$ cat config.mk
export PLATFORM = sky130hd
export DESIGN_NAME = can_command_status_regs
export DESIGN_NICKNAME = d
export VERILOG_FILES = /design/src/verilog/can_command_status_regs.v /design/src/verilog/bus_free_detect.v
export VERILOG_INCLUDE_DIRS = /design/src /design/src/include
export SDC_FILE = /design/constraint.sdc
export NUM_CORES = 1
export LEC_CHECK = 0
export BUFFER_PORTS_ARGS = -buffer_cell sky130_fd_sc_hd__buf_2
export CAP_MARGIN = 25
export CELL_PAD_IN_SITES_DETAIL_PLACEMENT = 0
export CELL_PAD_IN_SITES_GLOBAL_PLACEMENT = 1
export CORE_MARGIN = 1
export CORE_UTILIZATION = 36
export DETAILED_ROUTE_END_ITERATION = 12
export PLACE_DENSITY_LB_ADDON = 0.25
export SETUP_SLACK_MARGIN = 0.4
export SKIP_CTS_REPAIR_TIMING = 1
export SLEW_MARGIN = 15
export SYNTH_ARGS = -nofsm -noshare
export SYNTH_HDL_FRONTEND = slang
export SYNTH_HIERARCHICAL = 1
export SYNTH_SLANG_ARGS = --single-unit
$ cat constraint.sdc
create_clock -name clock -period 1.9 [get_ports clock]
set_input_delay 0.285 -clock clock [delete_from_list [all_inputs] [get_ports clock]]
set_output_delay 0.285 -clock clock [all_outputs]
set_load 0.1 [all_outputs]
$ cat src/include/can_cmd_map.vh
`ifndef CAN_CMD_MAP_VH
`define CAN_CMD_MAP_VH
// register offsets
`define ADDR_COMMAND 3'h1
`define ADDR_STATUS 3'h2
// command bit positions
`define CMD_TX_REQUEST 0
`define CMD_ABORT_TX 1
`define CMD_RELEASE_RX 2
`define CMD_CLEAR_OVERRUN 3
`define CMD_SLEEP 4
`define CMD_WAKE_MODE 5
`define CMD_INPUT1_SELECT 6
`define CMD_INPUT0_SELECT 7
// status bit positions
`define STAT_RX_FULL 0
`define STAT_OVERRUN 1
`define STAT_TX_RELEASED 2
`define STAT_TX_COMPLETE 3
`define STAT_RECEIVING 4
`define STAT_TRANSMITTING 5
`define STAT_ERROR 6
`define STAT_BUS_OFF 7
// reset values
`define RESET_UPPER 4'h0
`define RESET_SWITCHES 2'h3
// bus-free recessive bit count
`define BUS_FREE_BITS 4'hb
`endif

$ cat src/verilog/can_command_status_regs.v
// Function
// - command register at address 1, bits input0/1 select, wake, sleep, clear, release, abort, request
// - bits 0..3 read as one; upper bits read back as state
// - writing one to transmit request starts transmission; zero does nothing
// - writing zero later never cancels a pending request
// - abort cancels a pending request not yet on the bus
// - release command frees the receive buffer held by the host
// - writing one to clear overrun clears the overrun flag
// - sleep bit enters sleep only with no interrupt pending and idle bus
// - sleep ends on bit cleared or bus activity; wake pulse raised
// - after bus wake, reception waits for a bus-free condition
// - sleep bit reads actual sleep state
// - wake mode selects single-ended or differential wake source
// - input select bits route inputs to comparator or reference; 00 keeps routing
// - input select bits read back switch state
// - read-only status register at address 2 with eight status bits
// - bus free is eleven consecutive recessive bits
// - setting transmit request clears the tx complete flag
// - release clears rx full; a stored message sets it again
//
// Design decision made here: the plain strobed port.
`timescale 1ns/1ns
`include "can_cmd_map.vh"
module can_command_status_regs (
   input wire clock,
   input wire rst_n,
   input wire reset_request,
   input wire [2:0] address,
   input wire [7:0] write_data,
   input wire write_strobe,
   input wire read_strobe,
   output reg [7:0] read_data,
   input wire tx_started,
   input wire tx_done_ok,
   input wire tx_finished,
   input wire msg_stored,
   input wire overrun_event,
   input wire bus_off_flag,
   input wire error_flag,
   input wire transmitting_flag,
   input wire receiving_flag,
   input wire interrupt_pending,
   input wire bit_tick,
   input wire bus_recessive,
   input wire wake_differential,
   input wire wake_single_ended,
   output reg tx_pending,
   output reg abort_tx_pulse,
   output reg release_rx_buffer,
   output reg clear_overrun,
   output reg sleeping,
   output reg wake_mode,
   output reg wake_event,
   output reg rx_enable,
   output reg input0_select,
   output reg input1_select
);
   reg tx_complete_flag;
   reg tx_buffer_released;
   reg rx_buffer_full;
   reg overrun_flag;
   reg sleep_bit;
   reg wait_bus_free;
   wire bus_free;
   wire wr_cmd;
   wire bus_active;
   wire wake_seen;
   wire tx_req_wr;
   wire abort_ok;
   wire host_wake;
   wire bus_wake;
   wire sleep_ok;
   wire switch_wr;
   wire [7:0] status_value;
   reg [7:0] next_read;

   assign wr_cmd = write_strobe && (address == `ADDR_COMMAND);
   assign bus_active = bit_tick && !bus_recessive;
   // wake source picked by wake mode
   assign wake_seen = wake_mode ? wake_single_ended : wake_differential;

   // transmit commands, both refused while reset request is active
   assign tx_req_wr = wr_cmd && write_data[`CMD_TX_REQUEST] && !reset_request;
   // abort only reaches a request not yet on the bus; a request in the same write wins
   assign abort_ok = wr_cmd && write_data[`CMD_ABORT_TX] && !write_data[`CMD_TX_REQUEST] && !reset_request
                     && tx_pending && !tx_started;

   // wake causes while asleep: host clears the bit, or the bus moves
   assign host_wake = sleeping && wr_cmd && !write_data[`CMD_SLEEP];
   assign bus_wake = sleeping && !host_wake && (wake_seen || bus_active);

   // sleep entry needs a quiet bus and nothing pending
   assign sleep_ok = sleep_bit && !interrupt_pending && !bus_active && !transmitting_flag && !receiving_flag;

   // 00 in the select field leaves the switches alone
   assign switch_wr = wr_cmd && (write_data[`CMD_INPUT0_SELECT] || write_data[`CMD_INPUT1_SELECT]);

   // status word, fixed bit order
   assign status_value = {bus_off_flag, error_flag, transmitting_flag, receiving_flag,
                          tx_complete_flag, tx_buffer_released, overrun_flag, rx_buffer_full};

   bus_free_detect u_free (
      .clock(clock),
      .rst_n(rst_n),
      .bit_tick(bit_tick),
      .bus_recessive(bus_recessive),
      .restart(sleeping),
      .bus_free(bus_free)
   );

   // abort pulse, one cycle after the write
   always @(posedge clock or negedge rst_n) begin
      if (!rst_n) begin
         abort_tx_pulse <= 1'b0;
      end else begin
         abort_tx_pulse <= wr_cmd && write_data[`CMD_ABORT_TX] && !reset_request;
      end
   end

   // release pulse, one cycle after the write
   always @(posedge clock or negedge rst_n) begin
      if (!rst_n) begin
         release_rx_buffer <= 1'b0;
      end else begin
         release_rx_buffer <= wr_cmd && write_data[`CMD_RELEASE_RX] && !reset_request;
      end
   end

   // clear overrun pulse, one cycle after the write
   always @(posedge clock or negedge rst_n) begin
      if (!rst_n) begin
         clear_overrun <= 1'b0;
      end else begin
         clear_overrun <= wr_cmd && write_data[`CMD_CLEAR_OVERRUN];
      end
   end

   // pending request; a zero written later never drops it
   always @(posedge clock or negedge rst_n) begin
      if (!rst_n) begin
         tx_pending <= 1'b0;
      end else if (reset_request) begin
         tx_pending <= 1'b0;
      end else if (tx_req_wr) begin
         tx_pending <= 1'b1;
      end else if (abort_ok) begin
         tx_pending <= 1'b0;
      end else if (tx_started) begin
         tx_pending <= 1'b0;
      end
   end

   // transmit buffer lock, freed by abort or end of send
   always @(posedge clock or negedge rst_n) begin
      if (!rst_n) begin
         tx_buffer_released <= 1'b1;
      end else if (reset_request) begin
         tx_buffer_released <= 1'b1;
      end else if (tx_req_wr) begin
         tx_buffer_released <= 1'b0;
      end else if (abort_ok || tx_finished) begin
         tx_buffer_released <= 1'b1;
      end
   end

   // transmission complete; an aborted message leaves it low
   always @(posedge clock or negedge rst_n) begin
      if (!rst_n) begin
         tx_complete_flag <= 1'b1;
      end else if (tx_req_wr) begin
         tx_complete_flag <= 1'b0;
      end else if (tx_done_ok && !abort_ok && !reset_request) begin
         tx_complete_flag <= 1'b1;
      end
   end

   // receive full flag; a stored message beats a release
   always @(posedge clock or negedge rst_n) begin
      if (!rst_n) begin
         rx_buffer_full <= 1'b0;
      end else if (msg_stored) begin
         rx_buffer_full <= 1'b1;
      end else if (release_rx_buffer) begin
         rx_buffer_full <= 1'b0;
      end
   end

   // overrun flag; a new overrun beats the clear
   always @(posedge clock or negedge rst_n) begin
      if (!rst_n) begin
         overrun_flag <= 1'b0;
      end else if (overrun_event) begin
         overrun_flag <= 1'b1;
      end else if (clear_overrun) begin
         overrun_flag <= 1'b0;
      end
   end

   // host sleep request; a bus wake drops it
   always @(posedge clock or negedge rst_n) begin
      if (!rst_n) begin
         sleep_bit <= 1'b0;
      end else begin
         if (wr_cmd) begin
            sleep_bit <= write_data[`CMD_SLEEP];
         end
         if (bus_wake) begin
            sleep_bit <= 1'b0;
         end
      end
   end

   // wake source choice written by the host
   always @(posedge clock or negedge rst_n) begin
      if (!rst_n) begin
         wake_mode <= 1'b0;
      end else if (wr_cmd) begin
         wake_mode <= write_data[`CMD_WAKE_MODE];
      end
   end

   // actual sleep state and the wake pulse
   always @(posedge clock or negedge rst_n) begin
      if (!rst_n) begin
         sleeping <= 1'b0;
         wake_event <= 1'b0;
      end else begin
         wake_event <= host_wake || bus_wake;
         if (!sleeping && sleep_ok) begin
            sleeping <= 1'b1;
         end else if (host_wake || bus_wake) begin
            sleeping <= 1'b0;
         end
      end
   end

   // after a bus wake, hold reception off until the bus is free
   always @(posedge clock or negedge rst_n) begin
      if (!rst_n) begin
         wait_bus_free <= 1'b0;
      end else if (bus_wake) begin
         wait_bus_free <= 1'b1;
      end else if (wait_bus_free && bus_free) begin
         wait_bus_free <= 1'b0;
      end
   end

   // receive enable
   always @(posedge clock or negedge rst_n) begin
      if (!rst_n) begin
         rx_enable <= 1'b1;
      end else begin
         rx_enable <= !sleeping && !(wait_bus_free && !bus_free);
      end
   end

   // input 0 switch
   always @(posedge clock or negedge rst_n) begin
      if (!rst_n) begin
         input0_select <= 1'b1;
      end else if (switch_wr) begin
         input0_select <= write_data[`CMD_INPUT0_SELECT];
      end
   end

   // input 1 switch
   always @(posedge clock or negedge rst_n) begin
      if (!rst_n) begin
         input1_select <= 1'b1;
      end else if (switch_wr) begin
         input1_select <= write_data[`CMD_INPUT1_SELECT];
      end
   end

   // read mux
   always @* begin
      next_read = 8'h00;
      case (address)
         `ADDR_COMMAND: begin
            next_read = {input0_select, input1_select, wake_mode, sleeping, 4'hf};
         end
         `ADDR_STATUS: begin
            next_read = status_value;
         end
         default: begin
            next_read = 8'h00;
         end
      endcase
   end

   // read data registered, valid only the cycle after the strobe
   always @(posedge clock or negedge rst_n) begin
      if (!rst_n) begin
         read_data <= 8'h00;
      end else if (read_strobe) begin
         read_data <= next_read;
      end else begin
         read_data <= 8'h00;
      end
   end
endmodule

$ cat src/verilog/bus_free_detect.v
`timescale 1ns/1ns
`include "can_cmd_map.vh"
module bus_free_detect (
   input wire clock,
   input wire rst_n,
   input wire bit_tick,
   input wire bus_recessive,
   input wire restart,
   output reg bus_free
);
   reg [3:0] run;

   // count consecutive recessive bits, flag at eleven
   always @(posedge clock or negedge rst_n) begin
      if (!rst_n) begin
         run <= 4'h0;
         bus_free <= 1'b0;
      end else if (restart) begin
         run <= 4'h0;
         bus_free <= 1'b0;
      end else if (bit_tick) begin
         if (!bus_recessive) begin
            run <= 4'h0;
            bus_free <= 1'b0;
         end else if (run != `BUS_FREE_BITS) begin
            run <= run + 4'h1;
            bus_free <= (run == `BUS_FREE_BITS - 4'h1);
         end
      end
   end
endmodule

==> metrics.log, run 1 <==
[metrics] status: complete, no violations
[metrics] total setup violations reported at the end of the flow: 0
[metrics] effective utilization at floorplan: 0.380
[metrics] most common library cell in the layout ignoring fill and taps: sky130_fd_sc_hd__buf_2
[metrics] Setup TNS: 0 ns
[metrics] start point of the critical path: sleeping
[metrics] routed length per instance: 12.2 µm
[metrics] synth-to-layout area growth: 28.4%
[metrics] wirelength, routed: 2620 µm
[metrics] global placement routability congestion: 0.761
[metrics] Leakage: 0.798 nW
[metrics] maximum capacitance violations: 0
[metrics] flip-flop count of the largest register, all copies and words added: 8
[metrics] dominant synthesized flop cell: sky130_fd_sc_hd__dfrtp_1
[metrics] tightest slew margin relative to the limit: 0.590
[metrics] overall die area: 3820 µm²
[metrics] achievable clock frequency: 0.684 GHz
[metrics] cell at the root of the clock tree: sky130_fd_sc_hd__clkbuf_4
[metrics] depth of the worst register-to-register path: 4
[metrics] crit path max fanout: 13
[metrics] number of buffers and inverters on the critical path: 1
[metrics] port bufs: 47
[metrics] cells after synthesis: 116
[metrics] register with the most flip-flops: read_data
[metrics] placeable core area: 3390 µm²
[metrics] HP Start: overrun_event
[metrics] critical path startpoint category: flop
[metrics] Top Family by Delay on Critical Path: flip-flops
[metrics] initial antenna violation count: 0
[metrics] Antenna Cells: 0
[metrics] net count after synthesis: 148
[metrics] registers with the highest flip-flop counts: read_data: 8 flops, u_free/run: 4 flops
[metrics] arrival time worst endpoint: 1.18 ns
[metrics] largest cells by area after synthesis: sky130_fd_sc_hd__dfrtp_1, sky130_fd_sc_hd__dfstp_2, sky130_fd_sc_hd__a21oi_1, sky130_fd_sc_hd__nor2_1, sky130_fd_sc_hd__nor2b_1
[metrics] sequential fraction of the synthesis area: 0.569
[metrics] Num CTS Buffers: 5
[metrics] Die Span Y: 61.8 µm
[metrics] register cell area after layout: 736 µm²
[metrics] most used cells in the layout excluding fill and tap cells: sky130_fd_sc_hd__buf_2, sky130_fd_sc_hd__dfrtp_1, sky130_fd_sc_hd__nor2_1
[metrics] maximum resistive drop on vdd: 397 µV
[metrics] type of the tightest min-delay check: in -> reg
[metrics] clock insertion delay at the later pin of the skew report: 0.32 ns
[metrics] final cell utilization of the core: 0.488
[metrics] area of combinational cells with multiple inputs: 509 µm²
[metrics] Critical Path End Type: primary output
[metrics] Final Net Count: 199
[metrics] total power per unit cell area: 970 nW/µm²
[metrics] maximum number of pins on one net before global-route repair: 30
[metrics] kind of critical path: reg -> out
[metrics] HPWL after DPL: 1920 µm
[metrics] routed vias/inst: 4.80
[metrics] iteration count of the initial detailed-routing pass: 4
[metrics] aggregate global routing overflow: 0
[metrics] fraction of final layout cells with drive strength greater than 1: 0.399
[metrics] setup repair after global routing missed its margin: yes
[metrics] fraction of registers with async set or reset after synthesis: 1.00
[metrics] Power, Total: 0.00160 W
[metrics] Critical Path, Cell by Cell: buf_4
[metrics] CTS sink cnt: 29
[metrics] TritonCTS clock tree: done
[metrics] wire length of the first global-routing pass: 3720 µm
[metrics] startpoint of the worst-slack reg-to-reg timing path: u_free/run[0]
[metrics] number of core rows: 21
[metrics] clock-pin slew on the worst setup and hold paths: 0.09 ns
[metrics] number of enable-type register cells in the synthesized netlist: 0
[metrics] number of failing hold endpoints at the final stage: 0
[metrics] overall via count from detail_route: 1028
[metrics] final slew viol count: 0
[metrics] Period Utilization, post-route: 0.770
[metrics] average footprint of a synthesized cell: 11.1 µm²
[metrics] flop-to-flop setup slack: 0.44 ns
[metrics] x dimension of the die: 61.8 µm
[metrics] worst-path cell with the longest stage delay: sky130_fd_sc_hd__dfrtp_2
[metrics] capturing point of the worst reg2reg path: u_free/bus_free
[metrics] number of warnings reported in the yosys synthesis log: 6
[metrics] count of fill cells added during filler insertion: 331
[metrics] worst min-delay path endpoint: overrun_flag
[metrics] data required time at the worst endpoint: 1.62 ns
[metrics] number of routed nets with antenna violations: 0
[metrics] post-synthesis instance area: 1290 µm²
[metrics] Seq cells post-synth: 29
[metrics] via count of the first global-routing pass: 807
[metrics] drc violations: 0
[metrics] area share of the largest cell type after synthesis: 0.466
[metrics] final worst clock skew: 0.0139 ns
[metrics] buffers from clock root to sink, at most: 2
[metrics] count of different cell masters after synthesis: 36
[metrics] minimum clock period after layout: 1.46 ns
[metrics] number of violations reported at the end of detailed-routing iteration 0: 57
[metrics] worst-margin pin slew: 0.615 ns
[metrics] Total GRT Usage: 0.144
[metrics] H-tree levels: 2
[metrics] Top-Level Pins: 48
[metrics] Cells on Worst Hold Path: 2
[metrics] cell type with the highest aggregate area in the netlist: sky130_fd_sc_hd__dfrtp_1
[metrics] largest incremental delay on the critical path: 0.51 ns
-- synth_stat cells (2+ instances only) --
library cell and n:
sky130_fd_sc_hd__nand3_1 2, sky130_fd_sc_hd__and2_1 2, sky130_fd_sc_hd__o21ai_0 2, sky130_fd_sc_hd__nand4b_1 2
sky130_fd_sc_hd__dfrtp_1 24, sky130_fd_sc_hd__nor2_1 12, sky130_fd_sc_hd__ha_1 2, sky130_fd_sc_hd__nand2b_1 3
sky130_fd_sc_hd__a22o_1 2, sky130_fd_sc_hd__o2bb2ai_1 2, sky130_fd_sc_hd__nand2_1 7, sky130_fd_sc_hd__a21oi_1 9
sky130_fd_sc_hd__clkbuf_1 2, sky130_fd_sc_hd__nor2b_1 6, sky130_fd_sc_hd__a21o_1 4, sky130_fd_sc_hd__dfstp_2 5
sky130_fd_sc_hd__a22oi_1 4, sky130_fd_sc_hd__mux2i_1 2, sky130_fd_sc_hd__inv_1 7
-- layout make-up --
| cell class | count | share of cell area |
|---|---|---|
| flip-flops and latches | 29 | 0.445 |
| multi-input cells | 76 | 0.308 |
| repair buffers | 48 | 0.160 |
| clock buffers | 8 | 0.0356 |
| well taps | 46 | 0.0348 |
| inverters | 7 | 0.0159 |
-- per-stage QoR --
| step | worst slack (ns) | cells | cell area (µm²) | hold WS (ns) |
|---|---|---|---|---|
| 4_1_cts | 0.286 | 213 | 1620 | -0.0219 |
| 2_1_floorplan | 0.482 | 116 | 1290 | -0.0106 |
| 5_1_grt | 0.370 | 214 | 1650 | 0.104 |
| 6_report | 0.437 | 214 | 1650 | 0.134 |
| 3_3_place_gp | 0.438 | 205 | 1560 | 0.338 |
| 3_5_place_dp | 0.383 | 205 | 1560 | 0.345 |
-- logic make-up (layout without fill, tap and decap cells) --
family          Yosys count  in the layout  synth area share
compound gates           31             31             0.181
xor+xnor                  1              1           0.00680
fa+ha+maj                 2              2            0.0194
buf+inv                  11             63            0.0379
flops                    29             29             0.569
mux                       3              3            0.0243
simple gates             39             39             0.162
-- metal layers --
metal,vias up,GRT usage,share of wire
li1,509,-,-
met3,2,0.0745,0.072
met1,483,0.192,0.47
met4,0,0.0667,0.0073
met5,-,0,0
met2,34,0.190,0.45
-- power by group --
| part | switching, W | total (W) | leakage, nW | internal, W |
|---|---|---|---|---|
| combinational | 0.000351 | 0.000482 | 0.405 | 0.000131 |
| clock | 0.000199 | 0.000381 | 0.0326 | 0.000182 |
| sequential | 0.0000452 | 0.000739 | 0.360 | 0.000694 |
-- how the worst max path moves through the flow --
stage                       to  cells past startpoint  slack (ns)
6_report              sleeping                      1        0.44
4_1_cts               sleeping                      1        0.29
3_5_place_dp   u_free/bus_free                      4        0.38
3_3_place_gp   u_free/bus_free                      4        0.44
2_1_floorplan  u_free/bus_free                      4        0.48
5_1_grt               sleeping                      1        0.37
-- worst register-to-register path: cells and delay by family, from the launching register on --
family | cells | cell delay [ns]
adders and majority gates | 1 | 0.21
DFF | 1 | 0.43
AOI/OAI and AO/OA | 2 | 0.58
and+or+nand+nor | 1 | 0.15
No activity file was read; power rests on OpenSTA's default activity.
==> run 2, diff against run 1 <==
--- a/config.mk
+++ b/config.mk
@@ -11,7 +11,7 @@
 export CELL_PAD_IN_SITES_DETAIL_PLACEMENT = 0
 export CELL_PAD_IN_SITES_GLOBAL_PLACEMENT = 1
 export CORE_MARGIN = 1
-export CORE_UTILIZATION = 36
+export CORE_UTILIZATION = 33
 export DETAILED_ROUTE_END_ITERATION = 12
 export PLACE_DENSITY_LB_ADDON = 0.25
 export SETUP_SLACK_MARGIN = 0.4
==> constraint.sdc (replaced) <==
create_clock -name clock -period 1.2 [get_ports clock]
set_input_delay 0.18 -clock clock [delete_from_list [all_inputs] [get_ports clock]]
set_output_delay 0.18 -clock clock [all_outputs]
set_load 0.1 [all_outputs]
==> run 2 against run 1 <==
The run now ends with negative hold slack, negative setup slack left. Critical endpoint is now u_free/bus_free. Highest routed layer unchanged. Setup slack got worse by 0.55 ns. Sequential power up 65%. Register-to-register slack got worse by 0.55 ns.
==> metrics.log, run 2 (synthesized netlist as in run 1, its figures left out) <==
[metrics] status: finished with violations
[metrics] violations in the final reports: negative hold slack, negative setup slack
[metrics] maximum number of pins on one net before global-route repair: 18
[metrics] TritonCTS clock tree: done
[metrics] minimum clock period after layout: 1.32 ns
[metrics] Die Span Y: 64.5 µm
[metrics] final slew viol count: 0
[metrics] clock insertion delay at the later pin of the skew report: 0.28 ns
[metrics] maximum capacitance violations: 0
[metrics] arrival time worst endpoint: 1.49 ns
[metrics] H-tree levels: 2
[metrics] flop-to-flop setup slack: -0.12 ns
[metrics] port bufs: 47
[metrics] number of violations reported at the end of detailed-routing iteration 0: 32
[metrics] drc violations: 0
[metrics] HPWL after DPL: 2340 µm
[metrics] count of fill cells added during filler insertion: 305
[metrics] flip-flop count of the largest register, all copies and words added: 8
[metrics] worst-path cell with the longest stage delay: sky130_fd_sc_hd__dfrtp_1
[metrics] via count of the first global-routing pass: 1130
[metrics] x dimension of the die: 64.5 µm
[metrics] aggregate global routing overflow: 0
[metrics] overall die area: 4160 µm²
[metrics] Critical Path, Cell by Cell: ha_2, nor2b_4, a211o_1, o32ai_2
[metrics] cell at the root of the clock tree: sky130_fd_sc_hd__clkbuf_8
[metrics] kind of critical path: reg -> reg
[metrics] worst-margin pin slew: 0.442 ns
[metrics] final worst clock skew: 0.0114 ns
[metrics] post-layout instance count excluding filler cells: 233
[metrics] number of buffers and inverters on the critical path: 0
[metrics] hold slack final: -0.187 ns
[metrics] placeable core area: 3690 µm²
[metrics] effective utilization at floorplan: 0.349
[metrics] Period Utilization, post-route: 1.10
[metrics] wirelength, routed: 3210 µm
[metrics] total setup violations reported at the end of the flow: 8
[metrics] registers with the highest flip-flop counts: read_data: 8 flops, u_free/run: 4 flops
[metrics] number of failing hold endpoints at the final stage: 11
[metrics] tightest slew margin relative to the limit: 0.704
[metrics] Num CTS Buffers: 5
[metrics] CTS sink cnt: 29
[metrics] achievable clock frequency: 0.760 GHz
[metrics] slack of the critical path: -0.116 ns
[metrics] most used cells in the layout excluding fill and tap cells: sky130_fd_sc_hd__buf_2, sky130_fd_sc_hd__buf_12, sky130_fd_sc_hd__dfrtp_4
[metrics] Antenna Cells: 0
[metrics] global placement routability congestion: 0.744
[metrics] number of placed instances, taps included: 215
[metrics] setup repair after global routing missed its margin: yes
[metrics] Total GRT Usage: 0.163
[metrics] overall via count from detail_route: 1122
[metrics] Power, Total: 0.00316 W
[metrics] Critical Path End Type: flop
[metrics] Leakage: 0.956 nW
[metrics] routed vias/inst: 4.82
[metrics] synth-to-layout area growth: 75.1%
[metrics] wire length of the first global-routing pass: 5040 µm
[metrics] initial antenna violation count: 0
[metrics] crit path max fanout: 4
[metrics] largest incremental delay on the critical path: 0.38 ns
[metrics] critical path startpoint category: flop
[metrics] maximum resistive drop on vdd: 789 µV
[metrics] number of routed nets with antenna violations: 0
[metrics] iteration count of the initial detailed-routing pass: 4
[metrics] clock-pin slew on the worst setup and hold paths: 0.07 ns
[metrics] number of core rows: 22
[metrics] buffers from clock root to sink, at most: 2
[metrics] Final Net Count: 216
[metrics] routed length per instance: 13.8 µm
[metrics] Top Family by Delay on Critical Path: compound AO/OA/AOI/OAI gates
[metrics] total power per unit cell area: 1400 nW/µm²
[metrics] data required time at the worst endpoint: 1.38 ns
[metrics] Top-Level Pins: 48
[metrics] type of the tightest min-delay check: in -> async
[metrics] register with the most flip-flops: read_data
[metrics] most common library cell in the layout ignoring fill and taps: sky130_fd_sc_hd__buf_2
[metrics] fraction of final layout cells with drive strength greater than 1: 0.649
-- run 2: power breakdown --
| group | switching, W | internal (W) |
|---|---|---|
| combinational | 0.000640 | 0.000484 |
| clock | 0.000344 | 0.000467 |
| sequential | 0.0000865 | 0.00113 |
| total | 0.00107 | 0.00209 |
-- run 2: routing by layer --
layer  track usage  share of wire
met1         0.187           0.41
met2         0.264           0.52
met3        0.0546          0.050
met4        0.0917          0.022
met5             0              0
-- run 2: area by class of cell --
| type | count | area (µm²) | share of cell area |
|---|---|---|---|
| flip-flops and latches | 29 | 800 | 0.355 |
| well taps | 48 | 60.1 | 0.0266 |
| clock buffers | 8 | 90.1 | 0.0400 |
| inverters | 7 | 26.3 | 0.0117 |
| repair buffers | 65 | 673 | 0.299 |
| multi-input cells | 76 | 606 | 0.269 |
-- run 2: worst paths after layout --
path | from | end | cells after the start
setup / recovery | u_free/run[1] | u_free/bus_free | 4
hold / removal | rst_n | tx_pending | 1
setup reg to reg | u_free/run[1] | u_free/bus_free | 4
hold reg to reg | rx_buffer_full | rx_buffer_full | 1
max in group asynchronous | rst_n | read_data[0] | 2
min in group clock | msg_stored | rx_buffer_full | 2
-- run 2: stage by stage --
stage	utilization	hold slack [ns]	cell area, µm²	setup TNS [ns]	setup slack (ns)
2_1_floorplan	-	-0.116	1390	-0.369	-0.116
3_3_place_gp	0.539	0.117	1990	-0.0602	-0.0602
3_5_place_dp	0.539	0.124	1990	-0.168	-0.114
4_1_cts	0.563	-0.171	2080	-0.497	-0.136
5_1_grt	0.611	-0.165	2250	-0.794	-0.190
6_report	0.611	-0.187	2250	-0.414	-0.116
-- run 2: worst reg2reg max path, cell delays in order, from the launching register on --
cell and delay (ns):
sky130_fd_sc_hd__dfrtp_1 0.38, sky130_fd_sc_hd__ha_2 0.19, sky130_fd_sc_hd__nor2b_4 0.12, sky130_fd_sc_hd__a211o_1 0.31, sky130_fd_sc_hd__o32ai_2 0.22
==> run 3, diff against run 2 <==
--- a/config.mk
+++ b/config.mk
@@ -11,7 +11,7 @@
 export CELL_PAD_IN_SITES_DETAIL_PLACEMENT = 0
 export CELL_PAD_IN_SITES_GLOBAL_PLACEMENT = 1
 export CORE_MARGIN = 1
-export CORE_UTILIZATION = 33
+export CORE_UTILIZATION = 39
 export DETAILED_ROUTE_END_ITERATION = 12
 export PLACE_DENSITY_LB_ADDON = 0.25
 export SETUP_SLACK_MARGIN = 0.4
==> constraint.sdc (replaced) <==
create_clock -name clock -period 1.6 [get_ports clock]
set_input_delay 0.24 -clock clock [delete_from_list [all_inputs] [get_ports clock]]
set_output_delay 0.24 -clock clock [all_outputs]
set_load 0.1 [all_outputs]
==> run 3 against run 2 <==
The flow now finishes without violations. Via count fell by 2.0%. Utilization rose by 0.084 points. Maximum frequency fell by 3.1%. Critical endpoint unchanged. Non-clock buffer count fell by 8. Largest power group unchanged. Wire length fell by 8.9%. Combinational power fell by 36%. First-iteration DRC count rose by 110%. Final cell count fell by 5.2%.
==> metrics.log, run 3 (synthesized netlist as in run 1, its figures left out) <==
[metrics] data required time at the worst endpoint: 1.83 ns
[metrics] worst-path cell with the longest stage delay: sky130_fd_sc_hd__dfrtp_1
[metrics] Period Utilization, post-route: 0.849
[metrics] Switching Share: 0.374
[metrics] wirelength, routed: 2920 µm
[metrics] Total GRT Usage: 0.174
[metrics] cell internal power dissipation: 0.00127 W
[metrics] final worst clock skew: 0.00842 ns
[metrics] Leakage: 0.871 nW
[metrics] Critical Path End Type: flop
[metrics] initial antenna violation count: 0
[metrics] final slew viol count: 0
[metrics] Flop pwr share: 0.442
[metrics] overall die area: 3530 µm²
[metrics] flip-flop count of the largest register, all copies and words added: 8
[metrics] number of routed nets with antenna violations: 0
[metrics] Top Family by Delay on Critical Path: compound AO/OA/AOI/OAI gates
[metrics] combinational share of power: 0.353
[metrics] routed length per instance: 13.2 µm
[metrics] pre-CTS setup slack: 0.245 ns
[metrics] HPWL after DPL: 1960 µm
[metrics] crit path max fanout: 4
[metrics] CTS sink cnt: 29
[metrics] setup repair after global routing missed its margin: yes
[metrics] slack of the critical path: 0.241 ns
[metrics] Num CTS Buffers: 5
[metrics] wire length of the first global-routing pass: 4420 µm
[metrics] Critical Path, Cell by Cell: ha_2, nor2b_4, a211o_1, o32ai_2
[metrics] portion of total power attributed to the clock network: 0.205
[metrics] registers with the highest flip-flop counts: read_data: 8 flops, u_free/run: 4 flops
[metrics] achievable clock frequency: 0.736 GHz
[metrics] TritonCTS clock tree: done
[metrics] maximum number of pins on one net before global-route repair: 30
[metrics] x dimension of the die: 59.5 µm
[metrics] tightest slew margin relative to the limit: 0.570
[metrics] Power, Total: 0.00203 W
[metrics] Top-Level Pins: 48
[metrics] global placement routability congestion: 0.807
[metrics] fraction of final layout cells with drive strength greater than 1: 0.469
[metrics] synth-to-layout area growth: 47.5%
[metrics] total power per unit cell area: 1070 nW/µm²
[metrics] number of failing hold endpoints at the final stage: 0
[metrics] worst-margin pin slew: 0.644 ns
[metrics] placeable core area: 3100 µm²
[metrics] maximum capacitance violations: 0
[metrics] routed vias/inst: 4.97
[metrics] aggregate global routing overflow: 0
[metrics] most used cells in the layout excluding fill and tap cells: sky130_fd_sc_hd__buf_2, sky130_fd_sc_hd__dfrtp_1, sky130_fd_sc_hd__nor2_1
[metrics] critical path startpoint category: flop
[metrics] status: complete, no violations
[metrics] Die Span Y: 59.5 µm
[metrics] number of buffers and inverters on the critical path: 0
[metrics] drc violations: 0
[metrics] cell at the root of the clock tree: sky130_fd_sc_hd__clkbuf_4
[metrics] buffers from clock root to sink, at most: 2
[metrics] H-tree levels: 2
[metrics] number of core rows: 20
[metrics] largest incremental delay on the critical path: 0.41 ns
[metrics] overall via count from detail_route: 1099
[metrics] number of violations reported at the end of detailed-routing iteration 0: 67
[metrics] most common library cell in the layout ignoring fill and taps: sky130_fd_sc_hd__buf_2
[metrics] via count of the first global-routing pass: 1007
[metrics] arrival time worst endpoint: 1.59 ns
[metrics] total setup violations reported at the end of the flow: 0
[metrics] clock insertion delay at the later pin of the skew report: 0.32 ns
[metrics] clock-pin slew on the worst setup and hold paths: 0.09 ns
[metrics] register with the most flip-flops: read_data
[metrics] final cell utilization of the core: 0.612
[metrics] minimum clock period after layout: 1.36 ns
[metrics] effective utilization at floorplan: 0.415
[metrics] kind of critical path: reg -> reg
[metrics] Antenna Cells: 0
[metrics] Final Net Count: 208
[metrics] iteration count of the initial detailed-routing pass: 4
[metrics] port bufs: 47
[metrics] Setup TNS: 0 ns
[metrics] maximum resistive drop on vdd: 548 µV
[metrics] type of the tightest min-delay check: in -> reg
[metrics] P_sw: 0.000758 W
[run 3: cell type report]
| class | instances | area (µm²) |
|---|---|---|
| Sequential cell | 29 | 746 |
| Clock inverter | 2 | 10.0 |
| Fill cell | 283 | 1200 |
| Inverter | 7 | 26.3 |
| Clock buffer | 6 | 41.3 |
| Multi-Input combinational cell | 76 | 539 |
| Tap cell | 44 | 55.1 |
| Timing Repair Buffer | 57 | 482 |
[run 3: layer usage]
metal  vias up  global-route usage  wire (µm)
met1       529               0.213       1240
met5         -                   0          0
li1        528                   -          -
met4         0              0.0816         68
met2        35               0.273       1450
met3         7              0.0590        162
[run 3: through the flow]
stage / hold slack [ns] / instance area (µm²) / std cells
floorplan: -0.0556 / 1320 / 116
global placement: 0.299 / 1590 / 203
detailed placement: 0.297 / 1590 / 203
CTS: -0.0610 / 1640 / 211
global route: 0.0652 / 1900 / 221
finish: 0.0867 / 1900 / 221
[run 3: path summary, 6_finish.rpt]
path | startpoint | endpoint | slack, ns | cells after the start
max in group asynchronous | rst_n | tx_pending | 0.65 | 2
worst min-delay path | msg_stored | rx_buffer_full | 0.09 | 2
worst min register to register | rx_buffer_full | rx_buffer_full | 0.48 | 1
worst max register to register | u_free/run[1] | u_free/bus_free | 0.24 | 4
min in group asynchronous | rst_n | u_free/run[3] | 0.47 | 2
worst max-delay path | u_free/run[1] | u_free/bus_free | 0.24 | 4
[run 3: power groups by stage]
stage / combinational [W] / sequential [W] / clock (W)
2_1_floorplan: 0.000133 / 0.00119 / 0
3_3_place_gp: 0.000551 / 0.000891 / 0
3_5_place_dp: 0.000556 / 0.000894 / 0
4_1_cts: 0.000557 / 0.000880 / 0.000431
5_1_grt: 0.000751 / 0.000904 / 0.000475
6_report: 0.000716 / 0.000896 / 0.000415
